[src/inc/lpmc_map.svh]
`ifndef LPMC_MAP_SVH
`define LPMC_MAP_SVH
// register word offsets (byte addresses)
`define LPMC_ADDR_W        8
`define LPMC_OFF_CTRL      8'h00
`define LPMC_OFF_PULL_UP   8'h04
`define LPMC_OFF_PULL_DN   8'h08
`define LPMC_OFF_STATUS    8'h0c
`define LPMC_OFF_IRQ_STAT  8'h10
`define LPMC_OFF_IRQ_EN    8'h14
`define LPMC_OFF_IRQ_CLR   8'h18
// control field positions
`define LPMC_CTRL_MODE_LSB 0
`define LPMC_CTRL_LPR      3
`define LPMC_CTRL_RETAIN   4
`define LPMC_CTRL_FLASH_PD 5
`define LPMC_CTRL_SRAM1_G  6
`define LPMC_CTRL_SRAM2_G  7
`define LPMC_CTRL_RST      8'h00
// irq bit positions
`define LPMC_IRQ_WAKE      0
`define LPMC_IRQ_SERIAL    1
`define LPMC_IRQ_TWI       2
`define LPMC_IRQ_W         3
`define LPMC_NUM_IO        16
`define LPMC_NUM_REQ       4
`endif

[src/inc/lpmc_pkg.sv]
package lpmc_pkg;
  // low-power target selected in control before the sleep request
  typedef enum logic [2:0] {
    LPMC_TGT_SLEEP    = 3'h0,
    LPMC_TGT_STOP0    = 3'h1,
    LPMC_TGT_STOP1    = 3'h2,
    LPMC_TGT_STANDBY  = 3'h3,
    LPMC_TGT_SHUTDOWN = 3'h4
  } lpmc_tgt_t;

  typedef enum logic [3:0] {
    LPMC_RUN, LPMC_LP_RUN, LPMC_SLEEP, LPMC_LP_SLEEP,
    LPMC_STOP0, LPMC_STOP1, LPMC_STANDBY, LPMC_SHUTDOWN
  } lpmc_state_t;

  // wake events from the always-on sources
  typedef struct packed {
    logic irq_any;      // any interrupt or event
    logic io_any;       // any general i/o edge
    logic wake_pin_a;
    logic wake_pin_b;
    logic rtc;
    logic reset_pin;
    logic stop_src;     // other stop-capable sources
  } lpmc_wake_t;

  // serial wake sources
  typedef struct packed {
    logic start_det;
    logic addr_match;
    logic frame_done;
  } lpmc_uart_t;

  // power and clock enables driven to the chip
  typedef struct packed {
    logic cpu_clk_en;
    logic flash_on;
    logic sram_pwr_on;
    logic sram1_clk_en;
    logic sram2_clk_en;
    logic radio_en;
    logic rng_en;
    logic periph_run;   // non wake-capable peripherals clocked
    logic wake_per_en;  // wake-capable peripherals clocked
    logic slow_osc_en;
    logic ext_fast_osc_en;
    logic low_power_regulator;
    logic main_regulator;
  } lpmc_pwr_t;
endpackage

[src/design/lpmc_top.sv]
// Decided for this implementation: the address-and-strobe port and the placing of the registers.
`timescale 1ns/1ns
`include "lpmc_map.svh"
module lpmc_top
  import lpmc_pkg::*;
(
  input  wire logic                        clk_i,
  input  wire logic                        rst_n_i,
  input  wire logic [`LPMC_ADDR_W-1:0]     addr_i,
  input  wire logic [31:0]                 wdata_i,
  input  wire logic                        wr_i,
  input  wire logic                        rd_i,
  output logic      [31:0]                 rdata_o,
  input  wire logic                        sleep_req_i,
  input  wire logic                        lp_run_req_i,
  input  wire logic                        radio_need_i,
  input  wire logic                        code_in_sram_i,
  input  wire logic                        internal_rst_i,
  input  wire logic [`LPMC_NUM_REQ-1:0]    fast_osc_req_i,
  input  wire lpmc_wake_t                  wake_i,
  input  wire lpmc_uart_t                  sync_async_serial_port_i,
  input  wire lpmc_uart_t                  low_power_serial_port_i,
  input  wire logic                        twi_addr_match_i,
  output lpmc_pwr_t                        pwr_o,
  output logic                             internal_fast_oscillator_o,
  output logic [`LPMC_NUM_REQ-1:0]         fast_osc_gate_o,
  output logic [`LPMC_NUM_IO-1:0]          io_analog_o,
  output logic [`LPMC_NUM_IO-1:0]          io_pull_up_o,
  output logic [`LPMC_NUM_IO-1:0]          io_pull_dn_o,
  output logic                             rst_pin_pull_up_o,
  output logic                             sys_restart_o,
  output lpmc_state_t                      mode_o,
  output logic                             irq_o
);

  // asynchronous wake inputs pass two flops first
  localparam int SW = $bits(lpmc_wake_t) + 7 + `LPMC_NUM_REQ + 2;
  logic [SW-1:0] sync1_q, sync2_q;
  always_ff @(posedge clk_i or negedge rst_n_i) begin
    if (!rst_n_i) begin
      sync1_q <= '0;
      sync2_q <= '0;
    end else begin
      sync1_q <= {wake_i, sync_async_serial_port_i, low_power_serial_port_i,
                  twi_addr_match_i, fast_osc_req_i, radio_need_i,
                  internal_rst_i};
      sync2_q <= sync1_q;
    end
  end
  lpmc_wake_t                wk;
  lpmc_uart_t                us, lp;
  logic                      twi_s, radio_s, int_rst_s;
  logic [`LPMC_NUM_REQ-1:0]  req_s;
  assign {wk, us, lp, twi_s, req_s, radio_s, int_rst_s} = sync2_q;

  // register file
  logic [7:0]                ctrl_q;
  logic [`LPMC_NUM_IO-1:0]   pu_q, pd_q;
  logic [`LPMC_IRQ_W-1:0]    ist_q, ien_q;
  lpmc_state_t               st_q, st_d;
  lpmc_tgt_t                 tgt;
  wire wr_ctrl = wr_i && addr_i == `LPMC_OFF_CTRL;
  wire wr_pu   = wr_i && addr_i == `LPMC_OFF_PULL_UP;
  wire wr_pd   = wr_i && addr_i == `LPMC_OFF_PULL_DN;
  wire wr_ien  = wr_i && addr_i == `LPMC_OFF_IRQ_EN;
  wire wr_iclr = wr_i && addr_i == `LPMC_OFF_IRQ_CLR;
  assign tgt = lpmc_tgt_t'(ctrl_q[`LPMC_CTRL_MODE_LSB +: 3]);
  wire retain   = ctrl_q[`LPMC_CTRL_RETAIN];
  wire use_lpr  = ctrl_q[`LPMC_CTRL_LPR];
  wire in_stop  = st_q == LPMC_STOP0 || st_q == LPMC_STOP1;
  wire in_sleep = st_q == LPMC_SLEEP || st_q == LPMC_LP_SLEEP;
  wire in_lp    = st_q == LPMC_LP_RUN || st_q == LPMC_LP_SLEEP;
  // outside stop, standby and shutdown, flash may only power down with radio idle and code in sram
  wire flash_pd = ctrl_q[`LPMC_CTRL_FLASH_PD] && !radio_s &&
                  code_in_sram_i;

  // wake events seen in stop
  wire uart_wake = in_stop && (|us || |lp);
  wire twi_wake  = in_stop && twi_s;
  wire pin_wake  = wk.wake_pin_a || wk.wake_pin_b;
  // radio need only starts the external fast oscillator, the core stays stopped
  wire stop_wake = wk.irq_any || wk.io_any || wk.reset_pin || wk.rtc ||
                   wk.stop_src || pin_wake || uart_wake || twi_wake;
  wire sb_wake   = pin_wake || wk.rtc || wk.reset_pin || wk.stop_src;
  wire sd_wake   = pin_wake || wk.rtc;
  logic [`LPMC_IRQ_W-1:0] ev;
  assign ev = {twi_wake, uart_wake,
               (st_q != LPMC_RUN && st_q != LPMC_LP_RUN && st_d != st_q)};

  // mode sequencer
  always_comb begin
    st_d = st_q;
    unique case (st_q)
      LPMC_RUN, LPMC_LP_RUN: begin
        if (sleep_req_i) begin
          unique case (tgt)
            LPMC_TGT_SLEEP:
              st_d = (st_q == LPMC_LP_RUN) ? LPMC_LP_SLEEP : LPMC_SLEEP;
            LPMC_TGT_STOP0:   st_d = LPMC_STOP0;
            LPMC_TGT_STOP1:   st_d = LPMC_STOP1;
            LPMC_TGT_STANDBY: st_d = LPMC_STANDBY;
            LPMC_TGT_SHUTDOWN: st_d = LPMC_SHUTDOWN;
            default:          st_d = st_q;
          endcase
        end else if (st_q == LPMC_RUN && lp_run_req_i && !radio_s) begin
          st_d = LPMC_LP_RUN;
        end else if (st_q == LPMC_LP_RUN && !lp_run_req_i) begin
          st_d = LPMC_RUN;
        end
      end
      LPMC_SLEEP:    if (wk.irq_any) st_d = LPMC_RUN;
      LPMC_LP_SLEEP: if (wk.irq_any) st_d = LPMC_LP_RUN;
      LPMC_STOP0, LPMC_STOP1: if (stop_wake) st_d = LPMC_RUN;
      LPMC_STANDBY:  if (sb_wake) st_d = LPMC_RUN;
      LPMC_SHUTDOWN: if (sd_wake) st_d = LPMC_RUN;
    endcase
  end
  wire restart = (st_q == LPMC_STANDBY || st_q == LPMC_SHUTDOWN) &&
                 st_d == LPMC_RUN;

  always_ff @(posedge clk_i or negedge rst_n_i) begin
    if (!rst_n_i) begin
      st_q   <= LPMC_RUN;
      ctrl_q <= `LPMC_CTRL_RST;
      pu_q   <= '0;
      pd_q   <= '0;
      ien_q  <= '0;
      ist_q  <= '0;
    end else begin
      st_q  <= st_d;
      ist_q <= (ist_q & ~({`LPMC_IRQ_W{wr_iclr}} & wdata_i[`LPMC_IRQ_W-1:0]))
               | ev;
      if (wr_ien) ien_q <= wdata_i[`LPMC_IRQ_W-1:0];
      if (restart) begin
        ctrl_q <= `LPMC_CTRL_RST;
        pu_q   <= (st_q == LPMC_SHUTDOWN) ? '0 : pu_q;
        pd_q   <= (st_q == LPMC_SHUTDOWN) ? '0 : pd_q;
      end else begin
        if (wr_ctrl) ctrl_q <= wdata_i[7:0];
        if (wr_pu) pu_q <= wdata_i[`LPMC_NUM_IO-1:0];
        if (wr_pd) pd_q <= wdata_i[`LPMC_NUM_IO-1:0];
      end
    end
  end

  // read mux, data in the cycle after the strobe
  logic [31:0] rd_d;
  assign rd_d =
    (addr_i == `LPMC_OFF_CTRL)     ? {24'h0, ctrl_q} :
    (addr_i == `LPMC_OFF_PULL_UP)  ? {16'h0, pu_q} :
    (addr_i == `LPMC_OFF_PULL_DN)  ? {16'h0, pd_q} :
    (addr_i == `LPMC_OFF_STATUS)   ? {28'h0, st_q} :
    (addr_i == `LPMC_OFF_IRQ_STAT) ? {29'h0, ist_q} :
    (addr_i == `LPMC_OFF_IRQ_EN)   ? {29'h0, ien_q} : 32'h0;

  // power plan per mode
  lpmc_pwr_t pw;
  wire sleep_like = in_sleep;
  always_comb begin
    pw = '0;
    pw.slow_osc_en     = 1'b1;
    pw.ext_fast_osc_en = radio_s && st_q != LPMC_STANDBY &&
                         st_q != LPMC_SHUTDOWN;
    pw.cpu_clk_en  = st_q == LPMC_RUN || st_q == LPMC_LP_RUN;
    pw.flash_on    = !in_stop && st_q != LPMC_STANDBY &&
                     st_q != LPMC_SHUTDOWN && !flash_pd;
    pw.sram_pwr_on = (st_q == LPMC_STANDBY) ? retain
                     : st_q != LPMC_SHUTDOWN;
    pw.sram1_clk_en = pw.sram_pwr_on && !(sleep_like &&
                      ctrl_q[`LPMC_CTRL_SRAM1_G]);
    pw.sram2_clk_en = pw.sram_pwr_on && !(sleep_like &&
                      ctrl_q[`LPMC_CTRL_SRAM2_G]);
    pw.radio_en    = !in_lp && st_q != LPMC_SHUTDOWN;
    pw.rng_en      = !in_lp && !in_stop && st_q != LPMC_STANDBY &&
                     st_q != LPMC_SHUTDOWN;
    pw.periph_run  = !in_stop && st_q != LPMC_STANDBY &&
                     st_q != LPMC_SHUTDOWN;
    pw.wake_per_en = st_q != LPMC_STANDBY && st_q != LPMC_SHUTDOWN;
    pw.low_power_regulator = in_lp || st_q == LPMC_STOP1 ||
                             (st_q == LPMC_STANDBY && retain);
    pw.main_regulator = !in_lp && st_q != LPMC_STOP1 &&
                        st_q != LPMC_STANDBY && st_q != LPMC_SHUTDOWN;
    if (st_q == LPMC_SHUTDOWN) pw.slow_osc_en = 1'b1;
    if (use_lpr && st_q == LPMC_STOP0) pw.low_power_regulator = 1'b0;
  end

  // fast oscillator follows requesters in stop, always on when running
  wire ifo_on = in_stop ? |req_s : !(st_q == LPMC_STANDBY ||
                                     st_q == LPMC_SHUTDOWN);
  logic [`LPMC_NUM_REQ-1:0] gate_d;
  genvar g;
  generate
    for (g = 0; g < `LPMC_NUM_REQ; g++) begin : g_req
      assign gate_d[g] = in_stop ? req_s[g] : ifo_on;
    end
  endgenerate

  wire standby_io = st_q == LPMC_STANDBY || st_q == LPMC_SHUTDOWN;
  always_ff @(posedge clk_i or negedge rst_n_i) begin
    if (!rst_n_i) begin
      rdata_o     <= 32'h0;
      pwr_o       <= '0;
      internal_fast_oscillator_o <= 1'b0;
      fast_osc_gate_o <= '0;
      io_analog_o <= '1;
      io_pull_up_o <= '0;
      io_pull_dn_o <= '0;
      rst_pin_pull_up_o <= 1'b1;
      sys_restart_o <= 1'b0;
      mode_o      <= LPMC_RUN;
      irq_o       <= 1'b0;
    end else begin
      rdata_o     <= rd_i ? rd_d : 32'h0;
      pwr_o       <= pw;
      internal_fast_oscillator_o <= ifo_on;
      fast_osc_gate_o <= gate_d;
      io_analog_o <= '1;
      io_pull_up_o <= standby_io ? pu_q : '0;
      io_pull_dn_o <= standby_io ? pd_q : '0;
      rst_pin_pull_up_o <= !int_rst_s;
      sys_restart_o <= restart;
      mode_o      <= st_q;
      irq_o       <= |(ist_q & ien_q);
    end
  end
endmodule

[config.mk]
export PLATFORM = sky130hd
export DESIGN_NAME = lpmc_top
export DESIGN_NICKNAME = d
export VERILOG_FILES = /design/src/inc/lpmc_pkg.sv /design/src/design/lpmc_top.sv
export VERILOG_INCLUDE_DIRS = /design/src /design/src/inc
export SDC_FILE = /design/constraint.sdc
export NUM_CORES = 1
export LEC_CHECK = 0
export BUFFER_PORTS_ARGS = -buffer_cell sky130_fd_sc_hd__buf_4
export CAP_MARGIN = 20
export CORE_ASPECT_RATIO = 2
export CORE_UTILIZATION = 52
export DETAILED_ROUTE_END_ITERATION = 16
export PLACE_DENSITY = 0.77
export SYNTH_ARGS = -nofsm -noshare
export SYNTH_HDL_FRONTEND = slang
export SYNTH_SLANG_ARGS = --single-unit
[constraint.sdc]
create_clock -name clk_i -period 2.2 [get_ports clk_i]
set_input_delay 0.11 -clock clk_i [delete_from_list [all_inputs] [get_ports clk_i]]
set_output_delay 0.11 -clock clk_i [all_outputs]
set_load 0.005 [all_outputs]
# After elaboration in Yosys (flattened, before gate mapping)
# Index checks and enable logic that the tools add are counted.
[totals]
reg_bits = 163
latchBits = 0
mem_bits_rw = 0
romBits = 0
in_bits = 67
out_inout_bits = 105
elab_cells = 170
memories = 0
[op_classes]
add_sub_neg = 0
multipliers = 0
div_mod_pow = 0
order_cmp = 0
n_eq_ne = 23
shift = 0
mux = 34
bitwise_logic = 5
n_reduce_logical = 78
[ops]
columns = ["op", "n"]
rows = [
  ["$mux W16", 11],
  ["$mux W4", 9],
  ["$logic_and A1 B1 Y1", 34],
  ["$eq A8 B5 Y1 const B", 3],
  ["$pmux W4 S6", 1],
  ["$pmux W4 S5", 1],
  ["$logic_or A1 B1 Y1", 19],
  ["$eq A4 B3 Y1 const B", 4],
  ["$eq A8 B4 Y1 const B", 2],
  ["$mux W8", 2],
  ["$ne A4 B3 Y1 const B", 3],
  ["$and A3 B3 Y3", 3],
  ["$logic_not A1 Y1", 9],
  ["$reduce_or A3 Y1", 3],
  ["$eq A4 B2 Y1 const B", 2],
  ["$eq A8 B3 Y1 const B", 1],
  ["$logic_not A4 Y1", 2],
  ["$logic_not A8 Y1", 1],
  ["$mux W1", 8],
  ["$eq A3 B2 Y1 const B", 2],
  ["$mux W3", 2],
  ["$reduce_bool A2 Y1", 3],
  ["$eq A4 B1 Y1 const B", 1],
  ["$ne A4 B1 Y1 const B", 1],
  ["11 further kinds", 13],
]

# Longest topological paths before layout
# Gate-level depths: netlist of run 1.
[depth]
ltp_word = 13
ltp_mapped = 8
mapped_depth_nobuf = 6

# Worst setup path after synthesis of run 1
# No wires, ideal clock.
[synth_path]
path_type = "register -> register"
start = "reg st_q[3]"
end = "reg pu_q[10]"
setup_ns = 0.121
arrival_time_ns = 1.740
required_ns = 2.079
setup_slack_ns = 0.339
path_stages_with_launch = 9
n_path_buf = 3
synth_period_minus_slack_ns = 1.861
path_cell_list = "dfrtp_1 and3b_1 buf_2 inv_1 a21oi_2 buf_2 a21oi_2 buf_6 a22o_1"
[synth_between]
elab_chain_cells = 11
word_cells_on_any_way = 36
cone_classes = "8 x eq/ne; 12 x mux; 16 x reduce/logical"
[synth_rtl]
columns = ["element", "line", "rtl"]
rows = [
  ["from (decl)", "lpmc_top.sv:60", "lpmc_state_t st_q, st_d;"],
  ["from (signal assigned)", "lpmc_top.sv:130", "st_q <= st_d;"],
  ["parallel branches: the longest is 8 deep, another holds $pmux W4 S6", "--", ""],
  ["$logic_and A1 B1 Y1 *", "lpmc_top.sv:118", "wire restart = (st_q == LPMC_STANDBY || st_q == LPMC_SHUTDOWN) &&"],
  ["via restart", "lpmc_top.sv:118", ""],
  ["$ne A2 B1 Y1 (no source line) or $reduce_bool A2 Y1 (tied branches)", "--", ""],
  ["$reduce_and A2 Y1 (no source line)", "--", ""],
  ["to (signal assigned)", "lpmc_top.sv:136", "pu_q <= (st_q == LPMC_SHUTDOWN) ? '0 : pu_q;"],
  ["to (signal assigned)", "lpmc_top.sv:140", "if (wr_pu) pu_q <= wdata_i[`LPMC_NUM_IO-1:0];"],
  ["to (decl)", "lpmc_top.sv:58", "logic [`LPMC_NUM_IO-1:0] pu_q, pd_q;"],
]
# Mark *: on every way through the listed nets, which the timed path passes.
# A chain may end at the register's enable or synchronous reset.

# Worst setup path after layout of run 1
[layout_path]
start = "reg sync2_q[14]"
end = "reg pd_q[14]"
[layout_between]
elab_chain_cells = 12
word_cells_on_any_way = 17
cone_classes = "1 x eq/ne; 4 x mux; 12 x reduce/logical"
[layout_rtl]
columns = ["element", "line", "rtl"]
rows = [
  ["from (decl)", "lpmc_top.sv:38", "logic [SW-1:0] sync1_q, sync2_q;"],
  ["from (signal assigned)", "lpmc_top.sv:47", "sync2_q <= sync1_q;"],
  ["$logic_or A1 B1 Y1 (3 in a row)", "lpmc_top.sv:82", "wire stop_wake = wk.irq_any || wk.io_any || wk.reset_pin || wk.rtc ||"],
  ["$logic_or A1 B1 Y1 (3 in a row)", "lpmc_top.sv:83", "wk.stop_src || pin_wake || uart_wake || twi_wake;"],
  ["$mux W4", "lpmc_top.sv:113", "LPMC_STOP0, LPMC_STOP1: if (stop_wake) st_d = LPMC_RUN;"],
  ["$pmux W4 S6 *", "lpmc_top.sv:93", "unique case (st_q)"],
  ["$logic_not A4 Y1 *", "lpmc_top.sv:119", "st_d == LPMC_RUN;"],
  ["$logic_and A1 B1 Y1 *", "lpmc_top.sv:118", ""],
  ["$ne A2 B1 Y1 (no source line) or $reduce_bool A2 Y1 (tied branches)", "--", ""],
  ["$reduce_and A2 Y1 (no source line)", "--", ""],
  ["to (signal assigned)", "lpmc_top.sv:137", "pd_q <= (st_q == LPMC_SHUTDOWN) ? '0 : pd_q;"],
  ["to (signal assigned)", "lpmc_top.sv:141", "if (wr_pd) pd_q <= wdata_i[`LPMC_NUM_IO-1:0];"],
  ["to (decl)", "lpmc_top.sv:58", ""],
]
# Mark *: on every way between the ends. The rest lies on a longest branch, timed or not.

==> flow_summary.json, run 1 <==
{
  "status": "completed",
  "crit_path_start_kind": "flop",
  "die_h_um": 155,
  "hpwl_um": 9660,
  "clk_latency_ns": 0.42,
  "rsz0062_at_grt": "false",
  "syn_area_um2": 6060,
  "cts_buffers": 17,
  "synth_seq_area_share": 0.673,
  "die-width_um": 78.3,
  "grt_max_degree": 71,
  "grt_pass1_vias": 4661,
  "worst_slew_pin_slew_ns": 0.873,
  "fmax_ghz": 0.479,
  "hold_path.class": "primary input to flop",
  "cts.clk_slew.worst_paths_ns": 0.07,
  "powerDensity_nw_per_um2": 891,
  "hold_slack_ns": 0.0266,
  "cts_tree": "yes",
  "core_um2": 11400,
  "syn_area_per_cell_um2": 12.8,
  "critical_path_class": "flop to flop",
  "routed_via_density": 5.38,
  "fillers": 806,
  "crit_path_max_incr_delay_ns": 0.67,
  "dr_total_vias": 4338,
  "slew_viol_final": 0,
  "cts_setup_buffers": 0,
  "synth_cells": 474,
  "synth-async-reset-ratio": 1.00,
  "crit_fanout": 16,
  "required_ns": 2.54,
  "cts.htree.levels": 4,
  "die_area_um2": 12100,
  "overflow": 0,
  "drtAntennaViolNets": 0,
  "root_buffer": "clkbuf_16",
  "drtIter0Drc": 309,
  "r2r_cells": 5,
  "hold_depth": 3,
  "fin_crit_sh": 0.948,
  "yosys.area.top_type": "dfrtp_1",
  "grt_antenna_before_repair": 0,
  "grt_use_total": 0.260,
  "wirelength_um": 14500,
  "path_delay_family": "compound AO/OA/AOI/OAI gates",
  "path_cells": "o21bai_1, a21oi_2, buf_4, a21oi_2, a22o_1",
  "period_needed_ns": 2.09,
  "num_io_pins": 172,
  "maxCapViolCount": 0,
  "grt_pass1_wl_um": 23300,
  "port_buffers": 123,
  "drc": 0,
  "clkSinkCount": 163,
  "initial_core_util": 0.534,
  "fin_ws_ns": 0.114,
  "routabilityCongestion": 0.845,
  "synth_edf_count": 0,
  "hold_viol_final": 0,
  "wl_per_cell_um": 18.0,
  "ir_drop_mv": 0.786,
  "first_pass_iters": 5,
  "synth_area_leaders": "dfrtp_1 67%, a22o_1 5.1%, buf_4 4.1%",
  "path_depth": 5,
  "pre_cts_ws_ns": 0.209,
  "synth_seq_cells": 163,
  "slew_headroom": 0.418,
  "cts_max_path_buffers": 2,
  "cp_slowest_cell": "a21oi_2",
  "area_delta_synth_final_pct": 34.3,
  "crit_buf_inv": 1,
  "drive_gt1_frac": 0.283,
  "synth_warnings": 0,
  "setup_viol": 0,
  "n_antenna_cell": 0,
  "synthFlopType": "dfrtp_1",
  "num_rows": 55,
  "netlist.area_leader.share": 0.669,
  "fin_tns_setup_ns": 0,
  "p_leak_nw": 3.95,
  "finalPower_w": 0.00726,
  "crit_path_frequent_cell": "a21oi_2",
  "synth.distinct_cells": 49,
  "critPathArrivalTime_ns": 2.43,
  "endpoint_kind": "flop",
  "nets": 718,
  "skew_ns": 0.00867
}
power by group:
part	switching [W]	internal (W)	total, W
sequential	0.0000948	0.00317	0.00327
clock	0.00126	0.00197	0.00323
combinational	0.000396	0.000358	0.000754
total	0.00175	0.00550	0.00726
cells in the final DEF, fill, tap and decap left out, types with 3 or more instances in the layout:
cell type / count
a21oi_2: 3
mux2i_1: 5
inv_1: 11
o21ai_0: 4
nor4_1: 3
a21oi_1: 19
a222oi_1: 5
a22oi_1: 12
nor2_1: 23
buf_4: 141
dlygate4sd3_1: 39
nand2_1: 23
a22o_1: 35
inv_8: 3
o21bai_1: 3
nor3_1: 8
a21o_1: 4
nand3_1: 11
mux2_2: 3
inv_6: 4
nand2b_1: 4
conb_1: 33
o22ai_1: 3
a31oi_1: 4
nor2b_1: 8
or3_1: 4
dfrtp_1: 162
bufinv_16: 4
and2_1: 33
clkbuf_16: 17
registers in the layout, indices dropped and copies added (netlist names), 13 cells and up:
name	cells
sync2_q	20
rdata_o	16
io_pull_up_o	16
pwr_o	13
pu_q	16
io_pull_dn_o	16
pd_q	16
sync1_q	20
stage by stage:
step	utilization	instances	cell area, um2
6_report	0.717	806	8140
2_1_floorplan	-	505	6180
3_3_place_gp	0.625	735	7100
3_5_place_dp	0.625	735	7100
4_1_cts	0.717	806	8140
5_1_grt	0.717	806	8140
worst min-delay path, cell delays in order:
cell     delay, ns
buf_4         0.16
nand3_1       0.08
a21oi_1       0.06
synthesized netlist by cell type (all sizes together) (8+ instances only):
| library cell | n |
|---|---|
| buf | 42 |
| a22o | 35 |
| clkbuf | 13 |
| nand2 | 23 |
| and2 | 33 |
| a21oi | 22 |
| nor2b | 8 |
| nor2 | 23 |
| nand3 | 11 |
| dfrtp | 162 |
| nor3 | 10 |
| a22oi | 12 |
| inv | 11 |
cells by family after synthesis:
group / synth area share
mux: 0.0138
buf+inv: 0.0642
other cells: 0.00124
compound gates: 0.133
flops: 0.673
simple gates: 0.114
routing by layer:
| layer | global-route usage | wire, um | share of wire | vias to the layer above |
|---|---|---|---|---|
| met1 | 0.273 | 5040 | 0.35 | 2166 |
| li1 | - | - | - | 1951 |
| met3 | 0.0566 | 578 | 0.040 | 44 |
| met4 | 0.133 | 538 | 0.037 | 0 |
| met5 | 0 | 0 | 0 | - |
| met2 | 0.476 | 8330 | 0.57 | 177 |
final timing paths:
| path | start | to | slack (ns) |
|---|---|---|---|
| setup / recovery | sync2_q[14] | pd_q[14] | 0.11 |
| hold / removal | wr_i | ctrl_q[3] | 0.03 |
| setup reg to reg | sync2_q[14] | pd_q[14] | 0.11 |
| hold reg to reg | sync1_q[3] | sync2_q[3] | 0.35 |
| max in group asynchronous | rst_n_i | fast_osc_gate_o[0] | 1.23 |
| min in group asynchronous | rst_n_i | sync2_q[0] | 0.25 |
timing repair:
action | 4_1_cts | 5_1_grt
resized for setup | 0 | 0
hold endpoints to repair | 129 | 0
hold buffers | 39 | 0
final cells by class:
type / instances / area, um2 / share of cell area
clock buffers: 18 / 439 / 0.0540
inverters: 11 / 41.3 / 0.00507
well taps: 142 / 178 / 0.0218
clock inverters: 14 / 214 / 0.0263
flip-flops and latches: 163 / 4080 / 0.501
repair buffers: 182 / 1480 / 0.182
multi-input cells: 276 / 1710 / 0.210
Power figures use the tool's default switching activity.
==> run 2, diff against run 1 <==
BUFFER_PORTS_ARGS = default   (was -buffer_cell sky130_fd_sc_hd__buf_4)
CORE_UTILIZATION = 62   (was 52)
DONT_BUFFER_PORTS = 1   (was default)
PLACE_DENSITY = 0.75   (was 0.77)
SKIP_LAST_GASP = 1   (was default)
SLEW_MARGIN = 40   (was default)
==> flow_summary.json, run 2 (synthesis results as in run 1) <==
{
  "clkSinkCount": 163,
  "fin_crit_sh": 0.914,
  "path_delay_family": "compound AO/OA/AOI/OAI gates",
  "die_h_um": 142,
  "required_ns": 2.51,
  "placed_area_um2": 6100,
  "final_cell_mix": "162 x dfrtp_1, 42 x dlygate4sd3_1, 35 x a22o_1, 33 x and2_1, 33 x conb_1",
  "multi_input_area_um2": 1720,
  "grt_pass1_wl_um": 20900,
  "area_delta_synth_final_pct": 18.2,
  "period_needed_ns": 2.01,
  "p_leak_nw": 3.30,
  "die_area_um2": 10200,
  "cts_buffers": 17,
  "slew_viol_final": 0,
  "worst_slew_pin_slew_ns": 0.536,
  "cts.clk_slew.worst_paths_ns": 0.06,
  "grt_use_total": 0.281,
  "path_cells": "or3_1, a31o_2, a221oi_1, o211ai_1, a22o_1",
  "root_buffer": "clkbuf_16",
  "drc": 0,
  "clk_latency_ns": 0.42,
  "fin_tns_setup_ns": 0,
  "hold_path.class": "primary input to async pin",
  "routed_via_density": 5.83,
  "port_buffers": 0,
  "drive_gt1_frac": 0.109,
  "drtIter0Drc": 357,
  "setup_viol": 0,
  "hold_viol_final": 163,
  "status": "finished with violations",
  "num_io_pins": 172,
  "final_common_cell": "dfrtp_1",
  "crit_path_start_kind": "flop",
  "crit_path_max_incr_delay_ns": 0.46,
  "drtAntennaViolNets": 0,
  "stdcell_area_um2": 7160,
  "initial_core_util": 0.641,
  "nets": 593,
  "crit_buf_inv": 0,
  "crit_fanout": 8,
  "cts_tree": "yes",
  "critical_path_class": "flop to flop",
  "fmax_ghz": 0.497,
  "layout.area.seq_um2": 4080,
  "critPathArrivalTime_ns": 2.32,
  "die-width_um": 71.9,
  "num_rows": 50,
  "skew_ns": 0.00786,
  "grt_antenna_before_repair": 1,
  "hold_buffers": 42,
  "fillers": 573,
  "wl_per_cell_um": 19.5,
  "violations": "negative hold slack",
  "maxCapViolCount": 0,
  "grt_max_degree": 164,
  "powerDensity_nw_per_um2": 954,
  "wirelength_um": 13100,
  "slew_headroom": 0.642,
  "dr_total_vias": 3907,
  "routabilityCongestion": 0.911,
  "hpwl_um": 8510,
  "grt_pass1_vias": 4009,
  "rsz0062_at_grt": "false",
  "cp_slowest_cell": "dfrtp_1",
  "hold_slack_ns": -0.615,
  "cts_max_path_buffers": 2,
  "overflow": 0,
  "reg_top3": "sync1_q (20), sync2_q (20)",
  "cts.htree.levels": 4,
  "core_um2": 9450,
  "first_pass_iters": 6,
  "endpoint_kind": "flop",
  "ir_drop_mv": 0.657
}
[run 2: cell count changes in the layout (fill, tap and decap cells not counted), moves of 2 or more]
cell           previous run  this run
inv_6                     4         6
buf_4                   141        15
a21oi_2                   3         1
inv_8                     3         0
dlygate4sd3_1            39        42
a21oi_4                   0         2
[run 2: repair_timing]
item / in CTS / in global routing
gates resized for setup: 0 / 1
endpoints found under the setup margin: 0 / 14
endpoints found under the hold margin: 241 / 163
buffers inserted: 0 / 0
[run 2: layer usage]
layer,wire (um),vias up,global-route usage
met4,594,0,0.157
li1,-,1703,-
met3,583,44,0.0668
met5,0,-,0
met1,4290,1962,0.285
met2,7580,198,0.512
[run 2: power by group]
part / internal [W] / switching (W)
clock: 0.00187 / 0.00119
sequential: 0.00317 / 0.000122
combinational: 0.000209 / 0.000275
total: 0.00525 / 0.00158
[run 2: metrics by stage]
| step | setup WS [ns] | power [W] | std cells | util |
|---|---|---|---|---|
| final | 0.188 | 0.00684 | 670 | 0.758 |
| after global routing | 0.102 | 0.00708 | 670 | 0.758 |
| after CTS | 0.0950 | 0.00688 | 669 | 0.757 |
| after detailed placement | 0.121 | 0.00374 | 595 | 0.646 |
| after global placement | 0.202 | 0.00372 | 595 | 0.646 |
| after floorplan | 0.339 | 0.00363 | 505 | - |
[run 2: final timing paths]
kind	from	slack (ns)	endpoint	depth (start not counted)
max	ctrl_q[1]	0.19	ist_q[0]	5
min	rst_n_i	-0.62	sync2_q[0]	0
max reg2reg	ctrl_q[1]	0.19	ist_q[0]	5
min reg2reg	sync1_q[14]	0.34	sync2_q[14]	0
max in group asynchronous	rst_n_i	2.64	rst_pin_pull_up_o	0
min in group clk_i	addr_i[2]	0.01	rdata_o[0]	2
[run 2: layout make-up]
| cell class | instances | area share |
|---|---|---|
| antenna | 1 | 0.000349 |
| clock buffer | 20 | 0.0637 |
| clock inverter | 12 | 0.0232 |
| inverter | 11 | 0.00576 |
| multi-input combinational | 276 | 0.240 |
| sequential | 163 | 0.570 |
| tap | 130 | 0.0227 |
| timing repair buffer | 57 | 0.0744 |
==> run 3, diff against run 2 <==
==> constraint.sdc (replaced) <==
create_clock -name clk_i -period 2.2 [get_ports clk_i]
set_input_delay 0.44 -clock clk_i [delete_from_list [all_inputs] [get_ports clk_i]]
set_output_delay 0.44 -clock clk_i [all_outputs]
set_load 0.005 [all_outputs]
==> flow_summary.json, run 3 (synthesis results as in run 1) <==
{
  "nets": 554,
  "n_antenna_cell": 0,
  "final_cell_mix": "162 x dfrtp_1, 35 x a22o_1, 33 x and2_1, 33 x conb_1",
  "clk_latency_ns": 0.42,
  "drc": 0,
  "grt_pass1_vias": 3816,
  "die_area_um2": 10200,
  "num_io_pins": 172,
  "reg2reg_to": "pd_q[13]",
  "maxCapViolCount": 0,
  "hpwl_um": 8500,
  "critPathArrivalTime_ns": 2.38,
  "fin_tns_setup_ns": 0,
  "dp.cells": 598,
  "cts_max_path_buffers": 2,
  "grt_use_total": 0.267,
  "drtAntennaViolNets": 0,
  "fin_ws_ns": 0.172,
  "crit_buf_inv": 2,
  "post_cts_resized": 0,
  "fin_crit_sh": 0.922,
  "setup_viol": 0,
  "cts.clk_slew.worst_paths_ns": 0.06,
  "endpoint_kind": "flop",
  "routabilityCongestion": 0.946,
  "status": "finished with violations",
  "hold_path.class": "primary input to async pin",
  "slew_headroom": 0.433,
  "routed_via_density": 5.95,
  "drtIter0Drc": 399,
  "violations": "negative hold slack",
  "first_pass_iters": 5,
  "root_buffer": "clkbuf_16",
  "slew_viol_final": 0,
  "rsz0062_at_grt": "false",
  "grt_pass1_wl_um": 19800,
  "area_delta_synth_final_pct": 11.3,
  "initial_core_util": 0.641,
  "cts_tree": "yes",
  "path_cells": "and3b_1, inv_1, a21oi_2, buf_4, nor3_2, a21oi_2, a22o_1",
  "die-width_um": 71.9,
  "cts_setup_buffers": 0,
  "wirelength_um": 12500,
  "fmax_ghz": 0.493,
  "dr_total_vias": 3751,
  "crit_path_start_kind": "flop",
  "r2r_cells": 7,
  "overflow": 0,
  "critical_path_class": "flop to flop",
  "p_leak_nw": 3.13,
  "cp_slowest_cell": "a21oi_2",
  "cts.htree.levels": 4,
  "cts_buffers": 17,
  "reg2reg_slack_ns": 0.17,
  "grt_max_degree": 164,
  "drive_gt1_frac": 0.120,
  "period_needed_ns": 2.03,
  "crit_path_frequent_cell": "a21oi_2",
  "reg2reg_from": "st_q[3]",
  "powerDensity_nw_per_um2": 983,
  "required_ns": 2.55,
  "pre_cts_ws_ns": 0.0973,
  "clkSinkCount": 163,
  "core_um2": 9450,
  "num_rows": 50,
  "hold_viol_final": 163,
  "hold_slack_ns": -0.287,
  "path_depth": 7,
  "path_delay_family": "compound AO/OA/AOI/OAI gates",
  "skew_ns": 0.00761,
  "final_common_cell": "dfrtp_1",
  "stdcell_count": 630,
  "ir_drop_mv": 0.754,
  "port_buffers": 0,
  "reg_top3": "sync1_q (20), sync2_q (20)",
  "die_h_um": 142,
  "crit_fanout": 16,
  "grt_antenna_before_repair": 0,
  "crit_path_max_incr_delay_ns": 0.63,
  "worst_slew_pin_slew_ns": 0.850,
  "wl_per_cell_um": 19.9
}
run 3: changes by cell type in the layout (fill, tap and decap cells not counted), moves of 2 or more:
cell / before / now
clkbuf_1: 1 / 3
clkinv_4: 1 / 3
inv_6: 6 / 2
dlygate4sd3_1: 42 / 0
buf_4: 15 / 17
run 3: cell type report:
cell class | instances | area, um2
Clock buffer | 23 | 478
Clock inverter | 9 | 119
Fill cell | 615 | 2700
Inverter | 11 | 41.3
Multi-Input combinational cell | 276 | 1710
Sequential cell | 163 | 4080
Tap cell | 130 | 163
Timing Repair Buffer | 18 | 148
run 3: metrics by stage:
| step | area, um2 | total power, W | util |
|---|---|---|---|
| after global placement | 6140 | 0.00373 | 0.650 |
| final | 6740 | 0.00663 | 0.714 |
| after CTS | 6740 | 0.00666 | 0.713 |
| after global routing | 6740 | 0.00685 | 0.714 |
| after detailed placement | 6140 | 0.00375 | 0.650 |
| after floorplan | 6180 | 0.00363 | - |
run 3: layer usage:
layer,wire (um),global-route usage,vias to the layer above
met5,0,0,-
met4,541,0.157,0
met3,660,0.0696,49
met2,7250,0.477,191
met1,4090,0.272,1891
li1,-,-,1620
run 3: report_power, final:
group / switching (W) / total [W] / internal (W)
clock: 0.00114 / 0.00292 / 0.00177
sequential: 0.000118 / 0.00329 / 0.00318
combinational: 0.000255 / 0.000418 / 0.000163
run 3: how the worst max path moves through the flow:
stage | startpoint | end | slack [ns]
finish | st_q[3] | pd_q[13] | 0.17
CTS | st_q[3] | pd_q[13] | 0.17
global route | st_q[3] | pd_q[13] | 0.05
detailed placement | addr_i[4] | ctrl_q[3] | 0.1
floorplan | addr_i[4] | pu_q[10] | 0.11
global placement | addr_i[4] | ctrl_q[6] | 0.15
run 3: worst register-to-register path, cell delays in order (launching register included):
cell and delay [ns]:
dfrtp_1 0.38, and3b_1 0.22, inv_1 0.08, a21oi_2 0.16, buf_4 0.18, nor3_2 0.06
a21oi_2 0.63, a22o_1 0.25
